--- config.mk ---
export PLATFORM = sky130hd
export DESIGN_NAME = fsil_top
export DESIGN_NICKNAME = d
export VERILOG_FILES = /design/src/rtl/fsil_stat_reg.v /design/src/rtl/fsil_top.v
export VERILOG_INCLUDE_DIRS = /design/src /design/src/rtl
export SDC_FILE = /design/constraint.sdc
export NUM_CORES = 1
export LEC_CHECK = 0
export ABC_AREA = 0
export BUFFER_PORTS_ARGS = -buffer_cell sky130_fd_sc_hd__buf_2
export CAP_MARGIN = 5
export CORE_UTILIZATION = 39
export CTS_CLUSTER_DIAMETER = 100
export CTS_CLUSTER_SIZE = 28
export DETAILED_ROUTE_END_ITERATION = 16
export GPL_TIMING_DRIVEN = 0
export PLACE_DENSITY_LB_ADDON = 0.12
export SYNTH_ARGS = -nofsm -noshare
export SYNTH_HDL_FRONTEND = slang
export SYNTH_SLANG_ARGS = --single-unit
--- constraint.sdc ---
create_clock -name i_clk_sys -period 3.8 [get_ports i_clk_sys]
set_input_delay 0.38 -clock i_clk_sys [delete_from_list [all_inputs] [get_ports i_clk_sys]]
set_output_delay 0.38 -clock i_clk_sys [all_outputs]
set_load 0.02 [all_outputs]
--- src/rtl/fsil_regs.vh ---
// Functional notes
// - Status one, status two and receive info bits latch high on their event or alarm.
// - A latched bit holds until read; the read clears it until the event recurs.
// - Condition alarm bits stay set after a read while the alarm persists.
// - Mask write ones refresh the readable copy from the latest latched state.
// - Mask write zeros leave the readable copy holding its previous value.
// - Sync state register is read only, live, and needs no mask write.
// - Each status one and status two bit can drive the interrupt, gated by its mask bit; link controller requests are not masked.
// - Four line alarms raise the interrupt on every change of state, both directions.
// - A state change interrupt drops once its alarm bit is read, if nothing else pends.
// - Event sources raise the interrupt when the event occurs.
// - An event interrupt drops once its event bit is read, if nothing else pends.
// - Interrupt summary answers identically at every address 0C0 to 0FF.
// - Framer n status request sits at summary bit 2n, link controller at 2n+1.
// - A summary bit reads one while its source has a request pending, else zero.
`ifndef FSIL_REGS_VH
`define FSIL_REGS_VH

// ----------------------------------------
// Per framer register offsets
// ----------------------------------------
`define FSIL_ADDR_STAT_ONE    8'h06
`define FSIL_ADDR_STAT_TWO    8'h07
`define FSIL_ADDR_RX_INFO     8'h08
`define FSIL_ADDR_MASK_ONE    8'h16
`define FSIL_ADDR_MASK_TWO    8'h17
`define FSIL_ADDR_CTRL_SIX    8'h1D
`define FSIL_ADDR_SYNC_STATE  8'h1E
`define FSIL_ADDR_SUM_LO      8'hC0
`define FSIL_ADDR_SUM_HI      8'hFF

// ----------------------------------------
// Field positions and reset values
// ----------------------------------------
`define FSIL_CTRL_SIX_TXCLK   2
`define FSIL_CTRL_SIX_RXES    1
`define FSIL_CTRL_SIX_TXES    0
`define FSIL_CTRL_SIX_MASK    8'h07
`define FSIL_STAT_ONE_CHG     8'h0F
`define FSIL_RST_BYTE         8'h00

`endif

--- src/rtl/fsil_stat_reg.v ---
`include "fsil_regs.vh"

// ----------------------------------------
// One latched status byte with read copy
// ----------------------------------------
module fsil_stat_reg #(
    parameter [7:0] CHG_BITS = 8'h00
) (
    // Clock and reset
    input  wire       i_clk_sys,
    input  wire       i_rstn,
    // Sources: event pulses or alarm levels
    input  wire [7:0] i_src,
    // Host access
    input  wire       i_wr,
    input  wire [7:0] i_wdata,
    input  wire       i_rd,
    input  wire [7:0] i_irq_mask,
    // Results
    output reg  [7:0] o_rdata,
    output wire       o_irq
);

    reg  [7:0] latch_q;
    reg  [7:0] latch_d;
    reg  [7:0] prev_q;
    reg  [7:0] chg_q;
    reg  [7:0] chg_d;
    reg  [7:0] view_d;
    wire [7:0] clr;

    // A read clears only the bits the host actually saw
    assign clr = i_rd ? o_rdata : `FSIL_RST_BYTE;

    // Next state; a set in the clear cycle wins
    always @* begin
        // Level sources re-set at once, so alarms persist past reads
        latch_d = i_src | (latch_q & ~clr);
        chg_d   = (CHG_BITS & (i_src ^ prev_q)) | (chg_q & ~clr);
        view_d  = (o_rdata & ~i_wdata) | ((latch_q | i_src) & i_wdata);
        if (!i_wr) begin
            view_d = o_rdata;
        end
    end

    // State registers
    always @(posedge i_clk_sys) begin
        if (!i_rstn) begin
            latch_q <= `FSIL_RST_BYTE;
            prev_q  <= `FSIL_RST_BYTE;
            chg_q   <= `FSIL_RST_BYTE;
            o_rdata <= `FSIL_RST_BYTE;
        end else begin
            latch_q <= latch_d;
            prev_q  <= i_src;
            chg_q   <= chg_d;
            o_rdata <= view_d;
        end
    end

    // Change bits request on toggles, others on the latch itself
    assign o_irq = |((((latch_q & ~CHG_BITS) | chg_q)) & i_irq_mask);

endmodule

--- src/rtl/fsil_top.v ---
`include "fsil_regs.vh"

// ----------------------------------------
// Quad framer status and interrupt logic
// ----------------------------------------
module fsil_top #(
    parameter NFR = 4
) (
    // Clock and reset
    input  wire             i_clk_sys,
    input  wire             i_rstn,
    // Control port, synchronous strobes
    input  wire [1:0]       i_fsel,
    input  wire [7:0]       i_addr,
    input  wire [7:0]       i_wdata,
    input  wire             i_wr_en,
    input  wire             i_rd_en,
    output reg  [7:0]       o_rdata,
    output reg              o_rvalid,
    // Framer sources, byte n belongs to framer n
    input  wire [8*NFR-1:0] i_stat_one_src,
    input  wire [8*NFR-1:0] i_stat_two_src,
    input  wire [8*NFR-1:0] i_rx_info_src,
    input  wire [8*NFR-1:0] i_sync_state,
    input  wire [NFR-1:0]   i_link_ctrl_req,
    // Framer controls
    output wire [NFR-1:0]   o_tx_clock_source_select,
    output reg  [NFR-1:0]   o_rx_elastic_reset,
    output reg  [NFR-1:0]   o_tx_elastic_reset,
    // Interrupt
    output reg              o_int_n,
    output wire [7:0]       o_interrupt_summary
);

    // ----------------------------------------
    // Address decode helpers
    // ----------------------------------------

    // Summary answers over a whole block of addresses
    function is_summary;
        input [7:0] a;
        begin
            is_summary = (a >= `FSIL_ADDR_SUM_LO) && (a <= `FSIL_ADDR_SUM_HI);
        end
    endfunction

    // Strobe for one framer register
    function hit;
        input         en;
        input   [1:0] sel;
        input integer fr;
        input   [7:0] a;
        input   [7:0] reg_addr;
        begin
            hit = en && ({30'h0, sel} == fr) && (a == reg_addr) && !is_summary(a);
        end
    endfunction

    // ----------------------------------------
    // Per framer storage
    // ----------------------------------------
    reg  [7:0]       mask_one_q [0:NFR-1];
    reg  [7:0]       mask_two_q [0:NFR-1];
    reg  [7:0]       ctrl_six_q [0:NFR-1];
    wire [8*NFR-1:0] stat_one_view;
    wire [8*NFR-1:0] stat_two_view;
    wire [8*NFR-1:0] rx_info_view;
    wire [NFR-1:0]   stat_one_irq;
    wire [NFR-1:0]   stat_two_irq;
    wire [2*NFR-1:0] summary;

    genvar g;
    generate
        for (g = 0; g < NFR; g = g + 1) begin : fr
            // Four line alarms raise only on change of state, not on their latch
            fsil_stat_reg #(
                .CHG_BITS (`FSIL_STAT_ONE_CHG)
            ) u_stat_one (
                .i_clk_sys  (i_clk_sys),
                .i_rstn     (i_rstn),
                .i_src      (i_stat_one_src[8*g+7:8*g]),
                .i_wr       (hit(i_wr_en, i_fsel, g, i_addr, `FSIL_ADDR_STAT_ONE)),
                .i_wdata    (i_wdata),
                .i_rd       (hit(i_rd_en, i_fsel, g, i_addr, `FSIL_ADDR_STAT_ONE)),
                .i_irq_mask (mask_one_q[g]),
                .o_rdata    (stat_one_view[8*g+7:8*g]),
                .o_irq      (stat_one_irq[g])
            );

            // Status two holds only event bits
            fsil_stat_reg #(
                .CHG_BITS (8'h00)
            ) u_stat_two (
                .i_clk_sys  (i_clk_sys),
                .i_rstn     (i_rstn),
                .i_src      (i_stat_two_src[8*g+7:8*g]),
                .i_wr       (hit(i_wr_en, i_fsel, g, i_addr, `FSIL_ADDR_STAT_TWO)),
                .i_wdata    (i_wdata),
                .i_rd       (hit(i_rd_en, i_fsel, g, i_addr, `FSIL_ADDR_STAT_TWO)),
                .i_irq_mask (mask_two_q[g]),
                .o_rdata    (stat_two_view[8*g+7:8*g]),
                .o_irq      (stat_two_irq[g])
            );

            // Receive info latches but has no interrupt path
            fsil_stat_reg #(
                .CHG_BITS (8'h00)
            ) u_rx_info (
                .i_clk_sys  (i_clk_sys),
                .i_rstn     (i_rstn),
                .i_src      (i_rx_info_src[8*g+7:8*g]),
                .i_wr       (hit(i_wr_en, i_fsel, g, i_addr, `FSIL_ADDR_RX_INFO)),
                .i_wdata    (i_wdata),
                .i_rd       (hit(i_rd_en, i_fsel, g, i_addr, `FSIL_ADDR_RX_INFO)),
                .i_irq_mask (`FSIL_RST_BYTE),
                .o_rdata    (rx_info_view[8*g+7:8*g]),
                .o_irq      ()
            );

            // Status pair at even bit, link controller at odd bit
            assign summary[2*g]   = stat_one_irq[g] | stat_two_irq[g];
            assign summary[2*g+1] = i_link_ctrl_req[g];

            // Clock source select is a plain level to the formatter
            assign o_tx_clock_source_select[g] = ctrl_six_q[g][`FSIL_CTRL_SIX_TXCLK];
        end
    endgenerate

    // Summary is live: one exactly while a source pends
    assign o_interrupt_summary = summary;

    // ----------------------------------------
    // Mask and control registers
    // ----------------------------------------

    // Software writes; unassigned control bits stay zero
    integer i;
    integer j;
    always @(posedge i_clk_sys) begin
        if (!i_rstn) begin
            for (i = 0; i < NFR; i = i + 1) begin
                mask_one_q[i] <= `FSIL_RST_BYTE;
                mask_two_q[i] <= `FSIL_RST_BYTE;
                ctrl_six_q[i] <= `FSIL_RST_BYTE;
            end
        end else begin
            for (i = 0; i < NFR; i = i + 1) begin
                if (hit(i_wr_en, i_fsel, i, i_addr, `FSIL_ADDR_MASK_ONE)) begin
                    mask_one_q[i] <= i_wdata;
                end
                if (hit(i_wr_en, i_fsel, i, i_addr, `FSIL_ADDR_MASK_TWO)) begin
                    mask_two_q[i] <= i_wdata;
                end
                if (hit(i_wr_en, i_fsel, i, i_addr, `FSIL_ADDR_CTRL_SIX)) begin
                    ctrl_six_q[i] <= i_wdata & `FSIL_CTRL_SIX_MASK;
                end
            end
        end
    end

    // ----------------------------------------
    // Elastic store reset pulses
    // ----------------------------------------

    // Only a zero to one step resets; the bit must be cleared to rearm
    always @(posedge i_clk_sys) begin
        if (!i_rstn) begin
            o_rx_elastic_reset <= {NFR{1'b0}};
            o_tx_elastic_reset <= {NFR{1'b0}};
        end else begin
            for (j = 0; j < NFR; j = j + 1) begin
                o_rx_elastic_reset[j] <= hit(i_wr_en, i_fsel, j, i_addr, `FSIL_ADDR_CTRL_SIX)
                                         && i_wdata[`FSIL_CTRL_SIX_RXES]
                                         && !ctrl_six_q[j][`FSIL_CTRL_SIX_RXES];
                o_tx_elastic_reset[j] <= hit(i_wr_en, i_fsel, j, i_addr, `FSIL_ADDR_CTRL_SIX)
                                         && i_wdata[`FSIL_CTRL_SIX_TXES]
                                         && !ctrl_six_q[j][`FSIL_CTRL_SIX_TXES];
            end
        end
    end

    // ----------------------------------------
    // Read multiplexer
    // ----------------------------------------
    reg [7:0] rd_mux;

    // Unmapped reads return zero rather than floating
    always @* begin
        rd_mux = `FSIL_RST_BYTE;
        if (is_summary(i_addr)) begin
            rd_mux = summary;
        end else begin
            case (i_addr)
                `FSIL_ADDR_STAT_ONE:   rd_mux = stat_one_view[8*i_fsel +: 8];
                `FSIL_ADDR_STAT_TWO:   rd_mux = stat_two_view[8*i_fsel +: 8];
                `FSIL_ADDR_RX_INFO:    rd_mux = rx_info_view[8*i_fsel +: 8];
                `FSIL_ADDR_MASK_ONE:   rd_mux = mask_one_q[i_fsel];
                `FSIL_ADDR_MASK_TWO:   rd_mux = mask_two_q[i_fsel];
                `FSIL_ADDR_CTRL_SIX:   rd_mux = ctrl_six_q[i_fsel];
                `FSIL_ADDR_SYNC_STATE: rd_mux = i_sync_state[8*i_fsel +: 8];
                default:               rd_mux = `FSIL_RST_BYTE;
            endcase
        end
    end

    // Read data registered; host mask-read-writeback relies on this copy
    always @(posedge i_clk_sys) begin
        if (!i_rstn) begin
            o_rdata  <= `FSIL_RST_BYTE;
            o_rvalid <= 1'b0;
        end else begin
            o_rvalid <= i_rd_en;
            if (i_rd_en) begin
                o_rdata <= rd_mux;
            end
        end
    end

    // ----------------------------------------
    // Interrupt output
    // ----------------------------------------

    // Registered to keep the pin glitch free
    always @(posedge i_clk_sys) begin
        if (!i_rstn) begin
            o_int_n <= 1'b1;
        end else begin
            o_int_n <= ~|summary;
        end
    end

endmodule

After elaboration in Yosys (flattened, before gate mapping)

Memory sizes are Yosys's and may differ from the RTL's.
Index checks and enable logic that the tools add are counted.

Shift-type cells: 4
Reductions and logical operators: 117
Magnitude comparators: 2
Equal/unequal tests: 10
Bitwise operators: 133
Muxes and demuxes: 63

Operators by type and width:

| cell                                                   | count |
|---|---|
| bitwise AND 8 bit                                      | 52 |
| OR 8 bit                                               | 44 |
| 2-to-1 mux 8 bit                                       | 21 |
| indexed part select 32 x 6 -> 8 bit                    | 4 |
| NOT 8 bit                                              | 13 |
| logical AND 1 bit                                      | 97 |
| OR reduction 8 bit                                     | 9 |
| case mux 8 bit (7 select lines)                        | 1 |
| 2-to-1 mux 1 bit                                       | 37 |
| equality test 8 x 5 -> 1 bit (second input constant)   | 4 |
| OR 4 x 8 -> 8 bit                                      | 4 |
| equality test 8 x 3 -> 1 bit (second input constant)   | 2 |
| OR 1 bit                                               | 16 |
| XOR 4 bit                                              | 4 |
| 2-to-1 mux 3 bit                                       | 4 |
| zero test 1 bit                                        | 10 |
| equality test 8 x 4 -> 1 bit (second input constant)   | 1 |
| >= comparator 8 bit (second input constant)            | 1 |
| less-or-equal comparator 8 bit (second input constant) | 1 |
| equality test 2 bit (second input constant)            | 2 |
| equality test 2 x 1 -> 1 bit (second input constant)   | 1 |
| zero test 2 bit                                        | 1 |

RAM bits: 76
Register bits: 290
Memories kept: 3
Bits of input ports: 154
Word-level logic and storage cells: 373

Memories:

| memory     | depth | bits a word | read ports | clocked after Yosys merged registers in | write ports | RTL line      | text |
|---|---|---|---|---|---|---|---|
| mask_one_q | 4     | 8           | 5          | 0                                       | 4           | fsil_top.v:62 | `reg [7:0] mask_one_q [0:NFR-1];` |
| mask_two_q | 4     | 8           | 5          | 0                                       | 4           | fsil_top.v:63 | `reg [7:0] mask_two_q [0:NFR-1];` |
| ctrl_six_q | 4     | 3           | 5          | 0                                       | 4           | fsil_top.v:64 | `reg [7:0] ctrl_six_q [0:NFR-1];` |

Depth between registers and ports, before layout

Gate-level depths: netlist of the first run.

Depth after elaboration: 8
Depth in mapped cells: 10
Depth with buffers taken out: 6

Hierarchy

A second synthesis of the first run with hierarchy kept.

Cells, all modules: 1741
Area, all modules: 17128.9 µm²

By module, submodules not included:

| module                               | instances | cells each | sequential area each (µm²) | area each (µm²) |
|---|---|---|---|---|
| fsil_top                             | 1         | 533        | 2642.5                     | 5740.5 |
| fsil_stat_reg (fr[1].u_stat_two ...) | 5         | 96         | 480.5                      | 905.9 |
| fsil_stat_reg (fr[0].u_stat_one ...) | 4         | 110        | 560.5                      | 1033.5 |
| fsil_stat_reg (fr[0].u_rx_info ...)  | 3         | 96         | 480.5                      | 908.4 |

Worst setup path before layout of the first run

Ideal clock, no wire load.

Path kind: input -> register
Start point: input port i_fsel[0]
End point: memory mask_one_q[0][0] (enable)
Setup slack: 1403 ps
Arrival: 2013 ps
Data required time: 3416 ps
Setup time: 384 ps
Cell stages on the path: 6
Cells stage by stage: buf_2 buf_2 nor2_1 nand3_1 clkbuf_1 o21ai_0

RTL lines:

| what            | RTL line      | text |
|---|---|---|
| start, declared | fsil_top.v:13 | `input wire [1:0] i_fsel,` |
| end, declared   | fsil_top.v:62 |  |

Worst setup path after layout of the first run

Start point: register fr[0].u_stat_one.latch_q[6]
End point: output port o_interrupt_summary[0]

Longest elaborated chain between the ends: 4

RTL lines:

| what                   | RTL line           | text |
|---|---|---|
| start, declared        | fsil_stat_reg.v:24 | `reg [7:0] latch_q;` |
| start signal, assigned | fsil_stat_reg.v:49 | `` latch_q <= `FSIL_RST_BYTE; `` |
| start signal, assigned | fsil_stat_reg.v:54 | `latch_q <= latch_d;` |
| OR 8 bit               | fsil_stat_reg.v:62 | `assign o_irq = \|((((latch_q & ~CHG_BITS) \| chg_q)) & i_irq_mask);` |
| bitwise AND 8 bit      | fsil_stat_reg.v:62 |  |
| OR reduction 8 bit     | fsil_stat_reg.v:62 |  |
| OR 1 bit               | fsil_top.v:121     | `assign summary[2*g] = stat_one_irq[g] \| stat_two_irq[g];` |
| end, declared          | fsil_top.v:32      | `output wire [7:0] o_interrupt_summary` |

Every way passes these cells.

==> results_dict.tcl, run 1 <==
set metrics [dict create \
    drive_above_1_share 0.158 \
    pwr-share-seq 0.587 \
    die_w_um 200 \
    p_sw_uw 1990 \
    cp_slowest_cell "nor4_1" \
    vias_per_cell 6.12 \
    endpoint_kind "output pin" \
    rsz0062_at_grt "false" \
    wire_per_inst_um 28.7 \
    yosys-mux-area-fraction 0.0292 \
    synth-seq-cells 366 \
    cts_sinks 366 \
    core-area_sq_um 38700 \
    p_leak_uw 0.00635 \
    outcome "completed" \
    crit_type "reg2out" \
    clkTransAtPathRegs_ns 0.12 \
    portBuffers 179 \
    cts_buffers 17 \
    synthToLayoutAreaGrowth_pct 13.4 \
    top_usage_layer "met2" \
    finalHoldViolCount 0 \
    dominantRegCellSynth "dfxtp_1" \
    final_cell_mix "290 x dfxtp_1, 254 x nor2_1, 223 x a21oi_1" \
    drv_cap 0 \
    cts_root_buf "clkbuf_16" \
    required_ns 3.42 \
    grt_pass1_vias 13400 \
    cp_num_buf_inv 2 \
    netlist_area_sq_um 15300 \
    yosys.area_share.simple 0.185 \
    gp_congestion 1.03 \
    finalWirelength_um 67800 \
    cts_setup_buffers 0 \
    p_int_uw 5220 \
    synth_edf_count 76 \
    synth_top_family_by_area "compound AO/OA/AOI/OAI gates" \
    period_needed_ns 3.40 \
    initial_core_util 0.396 \
    postRouteAntennaNets 0 \
    vdd_drop_max_uv 255 \
    dr.pass1.iters 6 \
    sw_frac_of_total 0.276 \
    grt_use_total 0.332 \
    die_h_um 200 \
    synthXorXnorAreaFrac 0.00914 \
    cts-hold-fix-buffers 0 \
    clkLatencyLatePin_ns 0.54 \
    synth_warnings 0 \
    p_clk_frac 0.305 \
    synthAdderAreaFrac 0 \
    fin_crit_sh 0.895 \
    yosysSeqAreaShare 0.528 \
    reg2reg_slack_ns 0.86 \
    finalClockSkew_ns 0.0180 \
    htree_levels 1 \
    synth_nets 1786 \
    maxSlewViolCount 0 \
    layout_commonest_cell "dfxtp_1" \
    nNetsFinal 1986 \
    crit_path_start_kind "register" \
    cts_tree "done" \
    worstMarginPinSlew_ns 1.43 \
    cts-resized-gates 0 \
    num_rows 72 \
    via_count 14500 \
    grt_start_max_net_pins 30 \
    critPathMaxStageDelay_ns 1.04 \
    grtUsageMet1 0.469 \
    max-slew-margin-rel 0.0489 \
    grt_pass1_wl_um 96300 \
    synth-compound-area-share 0.211 \
    synth.distinct_cells 54 \
    crit_family "simple AND/OR/NAND/NOR gates" \
    cp_max_fo 3 \
    async_reset_ff_frac 0 \
    fillers 3868 \
    netlist_instances 1632 \
    drt_iter0_drc 1929 \
    met2_usage 0.515 \
    combinationalPowerShare 0.108 \
    worstHoldPathType "in2reg" \
    utilization 0.449 \
    fmax_mhz 294 \
    dp_hpwl_um 51200 \
    pin_count 184 \
    fin_total_pwr_uw 7210 \
    cp_cell_sequence "o21ai_0 > nand4_1 > nor4_1 > inv_1 > buf_2" \
    cts_buffer_depth 3 \
    use_met3 0.0491 \
    finalSetupTns_ns 0 \
    die_area_sq_um 40100 \
    setup_viol_count_final 0 \
    antenna_found_initial 1 \
    cp.arrival_ns 3.02 \
    pwr_density_cell_nw_per_um2 415 \
    overflow 0 \
    drc 0 \
    syn_avg_cell_area_sq_um 9.39 \
]
cells in the mapped netlist, types with 6 or more instances:
library cell,n,share of area
dfxtp_1,290,0.38
nor2_1,254,0.062
a21oi_1,223,0.073
nand2_1,123,0.030
a311oi_1,94,0.054
and2_1,87,0.036
o21ai_0,77,0.025
edfxtp_1,76,0.15
clkbuf_1,71,0.017
and3_1,49,0.020
a22oi_1,39,0.019
a31oi_1,20,0.0082
buf_2,20,0.0065
mux4_2,19,0.028
nand3_1,18,0.0059
buf_4,17,0.0083
nand4_1,16,0.0065
xor2_1,16,0.0091
o21ai_1,15,0.0049
a221oi_1,12,0.0069
nor3_1,12,0.0039
nor2_2,8,0.0033
a22o_1,7,0.0040
inv_1,7,0.0017
buf_6,6,0.0044
nor4_1,6,0.0024
cell type report:
class | instances | area (sq um) | area share
Sequential cell | 366 | 8090 | 0.465
Tap cell | 518 | 648 | 0.0373
Clock buffer | 25 | 455 | 0.0262
Timing Repair Buffer | 181 | 908 | 0.0523
Clock inverter | 3 | 33.8 | 0.00194
Multi-Input combinational cell | 1144 | 6650 | 0.383
Inverter | 7 | 26.3 | 0.00151
Antenna cell | 1 | 2.50 | 0.000144
Buffer | 115 | 566 | 0.0325
layer usage:
layer  share of wire  vias to the layer above
li1                -                     6348
met1            0.42                     7120
met2            0.44                      870
met3            0.10                      116
met4           0.042                        0
met5               0                        -
cell families (layout without fill, tap and decap cells):
logic type	Yosys count	after routing
buf+inv	122	331
mux	21	21
compound gates	513	513
simple gates	594	594
xor+xnor	16	16
flops	366	366
other cells	0	1
metrics by stage:
step                      worst slack, ns  cells  cell area (sq um)  hold WS, ns
after global routing                0.382   2359              17400       0.0589
after detailed placement            0.505   2329              16900        0.444
after floorplan                      1.40   1632              15300        0.415
final                               0.400   2360              17400       0.0523
after CTS                           0.608   2357              17400       0.0507
after global placement              0.385   2329              16900        0.441
worst min-delay path, delay by kind of cell:
kind | cells | cell delay (ns)
buf+inv | 1 | 0.09
compound gates | 1 | 0.03
simple gates | 1 | 0.07
worst paths after layout:
check,startpoint,to,depth (start not counted)
min,i_stat_two_src[21],fr[2].u_stat_two.latch_q[5],3
max,fr[0].u_stat_one.latch_q[6],o_interrupt_summary[0],5
max reg2reg,fr[0].u_stat_one.latch_q[6],o_int_n,5
min reg2reg,ctrl_six_q[1][0],o_tx_elastic_reset[1],1
power by group through the flow:
stage | Sequential (uW) | Clock (uW) | Combinational, uW
floorplan | 4260 | 0 | 380
global placement | 4310 | 0 | 750
detailed placement | 4320 | 0 | 755
CTS | 4230 | 2210 | 759
global route | 4240 | 2350 | 820
finish | 4230 | 2200 | 781
No activity file was read; power rests on OpenSTA's default activity.
==> run 2: changes to the inputs <==
Settings changed: CORE_MARGIN set to 5, SYNTH_HIERARCHICAL set to 1.
==> results_dict.tcl, run 2 <==
set metrics [dict create \
    outcome "completed" \
    cts_buffers 17 \
    synthToLayoutAreaGrowth_pct 12.9 \
    syn_avg_cell_area_sq_um 9.81 \
    grt_pass1_wl_um 85800 \
    overflow 0 \
    nNetsFinal 1985 \
    maxSlewViolCount 0 \
    netlist_instances 1632 \
    cts-resized-gates 0 \
    fin_total_pwr_uw 7120 \
    finalWirelength_um 59200 \
    cts_tree "done" \
    pin_count 184 \
    layout_commonest_cell "dfxtp_1" \
    dp_hpwl_um 43900 \
    gp_congestion 1.01 \
    drv_cap 0 \
    fmax_mhz 354 \
    finalHoldViolCount 0 \
    vdd_drop_max_uv 261 \
    num_rows 74 \
    dr.pass1.iters 5 \
    pre_cts_slack_ns 0.517 \
    cts_sinks 366 \
    drt_iter0_drc 1485 \
    postRouteAntennaNets 0 \
    cp_num_buf_inv 7 \
    cpMostUsedCell "buf_4" \
    core-area_sq_um 40700 \
    cts_buffer_depth 3 \
    drive_above_1_share 0.225 \
    antenna_cells 0 \
    wire_per_inst_um 25.0 \
    final_cell_mix "290 x dfxtp_1, 256 x nor2_1, 204 x buf_2" \
    via_count 13800 \
    required_ns 4.22 \
    grt_use_total 0.254 \
    crit_path_start_kind "primary input" \
    setup_slack_ns 0.977 \
    synth_warnings 6 \
    cp_slowest_cell "clkbuf_1" \
    crit_type "in2reg" \
    fin_cells 2371 \
    clkLatencyLatePin_ns 0.54 \
    clkTransAtPathRegs_ns 0.11 \
    worstHoldPathType "in2reg" \
    fin_crit_sh 0.743 \
    place_inst 2344 \
    design_area_sq_um 18100 \
    place_area_sq_um 17600 \
    cp_max_fo 10 \
    die_area_sq_um 45200 \
    die_h_um 213 \
    drc 0 \
    finalClockSkew_ns 0.0456 \
    pwr_density_cell_nw_per_um2 394 \
    initial_core_util 0.393 \
    grt_pass1_vias 13000 \
    p_leak_uw 0.00663 \
    die_w_um 213 \
    cts_root_buf "clkbuf_16" \
    period_needed_ns 2.82 \
    whs_ns 0.0616 \
    cp.arrival_ns 3.24 \
    antenna_found_initial 4 \
    cts-hold-fix-buffers 0 \
    crit_family "buffers and inverters" \
    grt_start_max_net_pins 41 \
    setup_viol_count_final 0 \
    cp_cell_sequence "buf_2 > buf_6 > buf_4 > buf_4 > nor2b_1 > nand3_1 > clkbuf_1 > nor2_1 > buf_4 > buf_8 > a21oi_2 > a311oi_2" \
    cts_setup_buffers 0 \
    htree_levels 1 \
    critPathMaxStageDelay_ns 0.44 \
    worstMarginPinSlew_ns 1.22 \
    vias_per_cell 5.80 \
    fillers 4090 \
    max-slew-margin-rel 0.176 \
    rsz0062_at_grt "false" \
    netlist_area_sq_um 16000 \
    portBuffers 179 \
    synth_nets 1786 \
    endpoint_kind "register" \
]
## run 2: path summary, 6_finish.rpt
| kind | slack (ns) | startpoint | endpoint | cells past startpoint |
|---|---|---|---|---|
| setup / recovery | 0.98 | i_fsel[0] | register | 12 |
| setup reg to reg | 1.51 | mask_one_q[3][6] | o_rdata[6] | 8 |
| hold reg to reg | 0.48 | ctrl_six_q[3][1] | o_rx_elastic_reset[3] | 1 |
| hold / removal | 0.06 | i_stat_two_src[4] | fr[0].u_stat_two/latch_q[4] | 3 |
## run 2: layout make-up
type	count	area, sq um	share of cell area
Sequential cell	366	8090	0.447
Tap cell	532	666	0.0368
Timing Repair Buffer	180	918	0.0508
Inverter	19	71.3	0.00395
Clock buffer	25	455	0.0252
Clock inverter	2	28.8	0.00159
Multi-Input combinational cell	1144	6960	0.385
Buffer	103	887	0.0491
## run 2: worst reg2reg max path: stages, from the launching register on
cell	delay, ns
edfxtp_1	0.46
o21ai_0	0.11
and4_1	0.24
nand3_1	0.16
nor2_1	0.47
o21ai_0	0.17
nor2_1	0.22
o221ai_1	0.18
o21a_1	0.21
## run 2: routing by layer
metal | global-route usage | wire length [um] | share of wire
met5 | 0 | 46 | 0.00078
met4 | 0.0722 | 1960 | 0.033
met3 | 0.0409 | 5300 | 0.089
met2 | 0.379 | 25400 | 0.43
met1 | 0.380 | 26500 | 0.45
## run 2: stage by stage
step,TNS (ns),util
after floorplan,0,-
after global placement,-4.26,0.431
after detailed placement,0,0.432
after CTS,0,0.444
after global routing,0,0.444
final,0,0.444
## run 2: power breakdown
part           switching, uW  internal [uW]
clock                   1300            865
combinational            476            268
sequential               111           4110
total                   1880           5240
==> run 3: changes to the inputs <==
Clock period 3.8 ns to 2.9 ns, I/O delays scaled along.
==> results_dict.tcl, run 3 (synthesis results as in run 2) <==
set metrics [dict create \
    rsz0062_at_grt "false" \
    worstHoldPathType "in2reg" \
    seq_area_sq_um 8090 \
    die_w_um 213 \
    fin_total_pwr_uw 9400 \
    crit_type "in2reg" \
    dp_hpwl_um 43900 \
    p_leak_uw 0.00690 \
    drv_cap 0 \
    cp_max_fo 10 \
    die_area_sq_um 45200 \
    drt_iter0_drc 1376 \
    drc 0 \
    fillers 4022 \
    cts_setup_buffers 0 \
    grt_use_total 0.255 \
    worstMarginPinSlew_ns 1.18 \
    pwr_density_cell_nw_per_um2 502 \
    die_h_um 213 \
    setup_viol_count_final 0 \
    crit_path_start_kind "primary input" \
    final_cell_mix "290 x dfxtp_1, 256 x nor2_1, 204 x buf_2" \
    nNetsFinal 2050 \
    wire_per_inst_um 24.5 \
    p_clk_frac 0.301 \
    cp_num_buf_inv 7 \
    layout_commonest_cell "dfxtp_1" \
    whs_ns 0.00929 \
    cp.arrival_ns 3.17 \
    htree_levels 1 \
    cts_buffers 17 \
    period_needed_ns 2.75 \
    clkLatencyLatePin_ns 0.54 \
    vdd_drop_max_uv 341 \
    initial_core_util 0.393 \
    maxSlewViolCount 0 \
    worst_hold_path.num_cells 3 \
    outcome "completed" \
    drive_above_1_share 0.217 \
    combinationalPowerShare 0.111 \
    finalClockSkew_ns 0.0465 \
    via_count 14000 \
    pin_count 184 \
    grt_pass1_wl_um 86500 \
    antenna_cells 0 \
    cpMostUsedCell "buf_4" \
    rr_worst_depth 8 \
    fmax_mhz 363 \
    p_int_uw 6920 \
    grt_start_max_net_pins 41 \
    synthToLayoutAreaGrowth_pct 17.0 \
    finalWirelength_um 59600 \
    endpoint_kind "register" \
    cts_sinks 366 \
    max-slew-margin-rel 0.207 \
    required_ns 3.32 \
    critPathMaxStageDelay_ns 0.44 \
    gp_congestion 1.01 \
    postRouteAntennaNets 0 \
    crit_family "buffers and inverters" \
    num_rows 74 \
    vias_per_cell 5.74 \
    cts_tree "done" \
    multi_input_comb_area_sq_um 6960 \
    cp.depth 12 \
    clkTransAtPathRegs_ns 0.12 \
    p_sw_uw 2480 \
    overflow 0 \
    grt_pass1_vias 13300 \
    finalHoldViolCount 0 \
    core-area_sq_um 40700 \
    sw_frac_of_total 0.264 \
    cts_buffer_depth 3 \
    portBuffers 179 \
    dr.pass1.iters 5 \
    cp_cell_sequence "buf_2 > buf_6 > buf_4 > buf_4 > nor2b_1 > nand3_1 > clkbuf_1 > nor2_1 > buf_4 > buf_8 > a21oi_2 > a311oi_2" \
    antenna_found_initial 4 \
    cp_slowest_cell "clkbuf_1" \
    cts_root_buf "clkbuf_16" \
    fin_crit_sh 0.950 \
    pwr-share-seq 0.588 \
]
==> run 3: cell types whose count changed in the layout (fill, tap and decap cells not counted) <==
cell / delta
dlygate4sd3_1: +65
==> run 3: area by class of cell <==
class / count / share of cell area
plain buffers: 103 / 0.0474
clock buffers: 25 / 0.0243
clock inverters: 2 / 0.00154
inverters: 19 / 0.00381
multi-input cells: 1144 / 0.372
flip-flops and latches: 366 / 0.432
well taps: 532 / 0.0355
repair buffers: 245 / 0.0838
==> run 3: repair_timing <==
| action | CTS | global route |
|---|---|---|
| hold buffers | 65 | 0 |
| gates resized for setup | 0 | 0 |
| hold endpoints to repair | 65 | 0 |
==> run 3: path summary, 6_finish.rpt <==
check | slack, ns | to | start
worst min-delay path | 0.009 | fr[1].u_stat_two/latch_q[7] | i_stat_two_src[15]
worst max register to register | 0.55 | o_rdata[6] | mask_one_q[3][6]
worst min register to register | 0.48 | o_rx_elastic_reset[0] | ctrl_six_q[0][1]
worst max-delay path | 0.15 | register | i_fsel[0]
==> run 3: worst min-delay path: cells and delay by family <==
| family | cells | cell delay (ns) |
|---|---|---|
| AND/OR/NAND/NOR | 1 | 0.08 |
| buffers and inverters | 1 | 0.11 |
| AO/OA/AOI/OAI | 1 | 0.05 |
==> run 3: routing by layer <==
layer	global-route usage	share of wire	vias to the layer above
li1	-	-	6515
met1	0.381	0.46	6737
met3	0.0412	0.083	99
met5	0	0.00077	-
met4	0.0750	0.035	8
met2	0.383	0.43	626
==> run 3: stage by stage <==
stage / std cells / util / setup slack [ns] / area [sq um] / setup TNS [ns]
floorplan: 1632 / - / 0.578 / 16000 / 0
detailed placement: 2344 / 0.432 / -0.293 / 17600 / -22.19
global route: 2436 / 0.460 / 0.0619 / 18700 / 0
finish: 2436 / 0.460 / 0.146 / 18700 / 0
global placement: 2343 / 0.431 / -0.928 / 17600 / -71.17
CTS: 2436 / 0.460 / 0.261 / 18700 / 0
==> run 3: power groups by stage <==
stage          registers (uW)  clock network [uW]  logic [uW]
5_1_grt                  5550                3070        1130
6_report                 5530                2830        1040
4_1_cts                  5520                2900        1030
3_3_place_gp             5630                   0         952
2_1_floorplan            5580                   0         495
3_5_place_dp             5640                   0         963
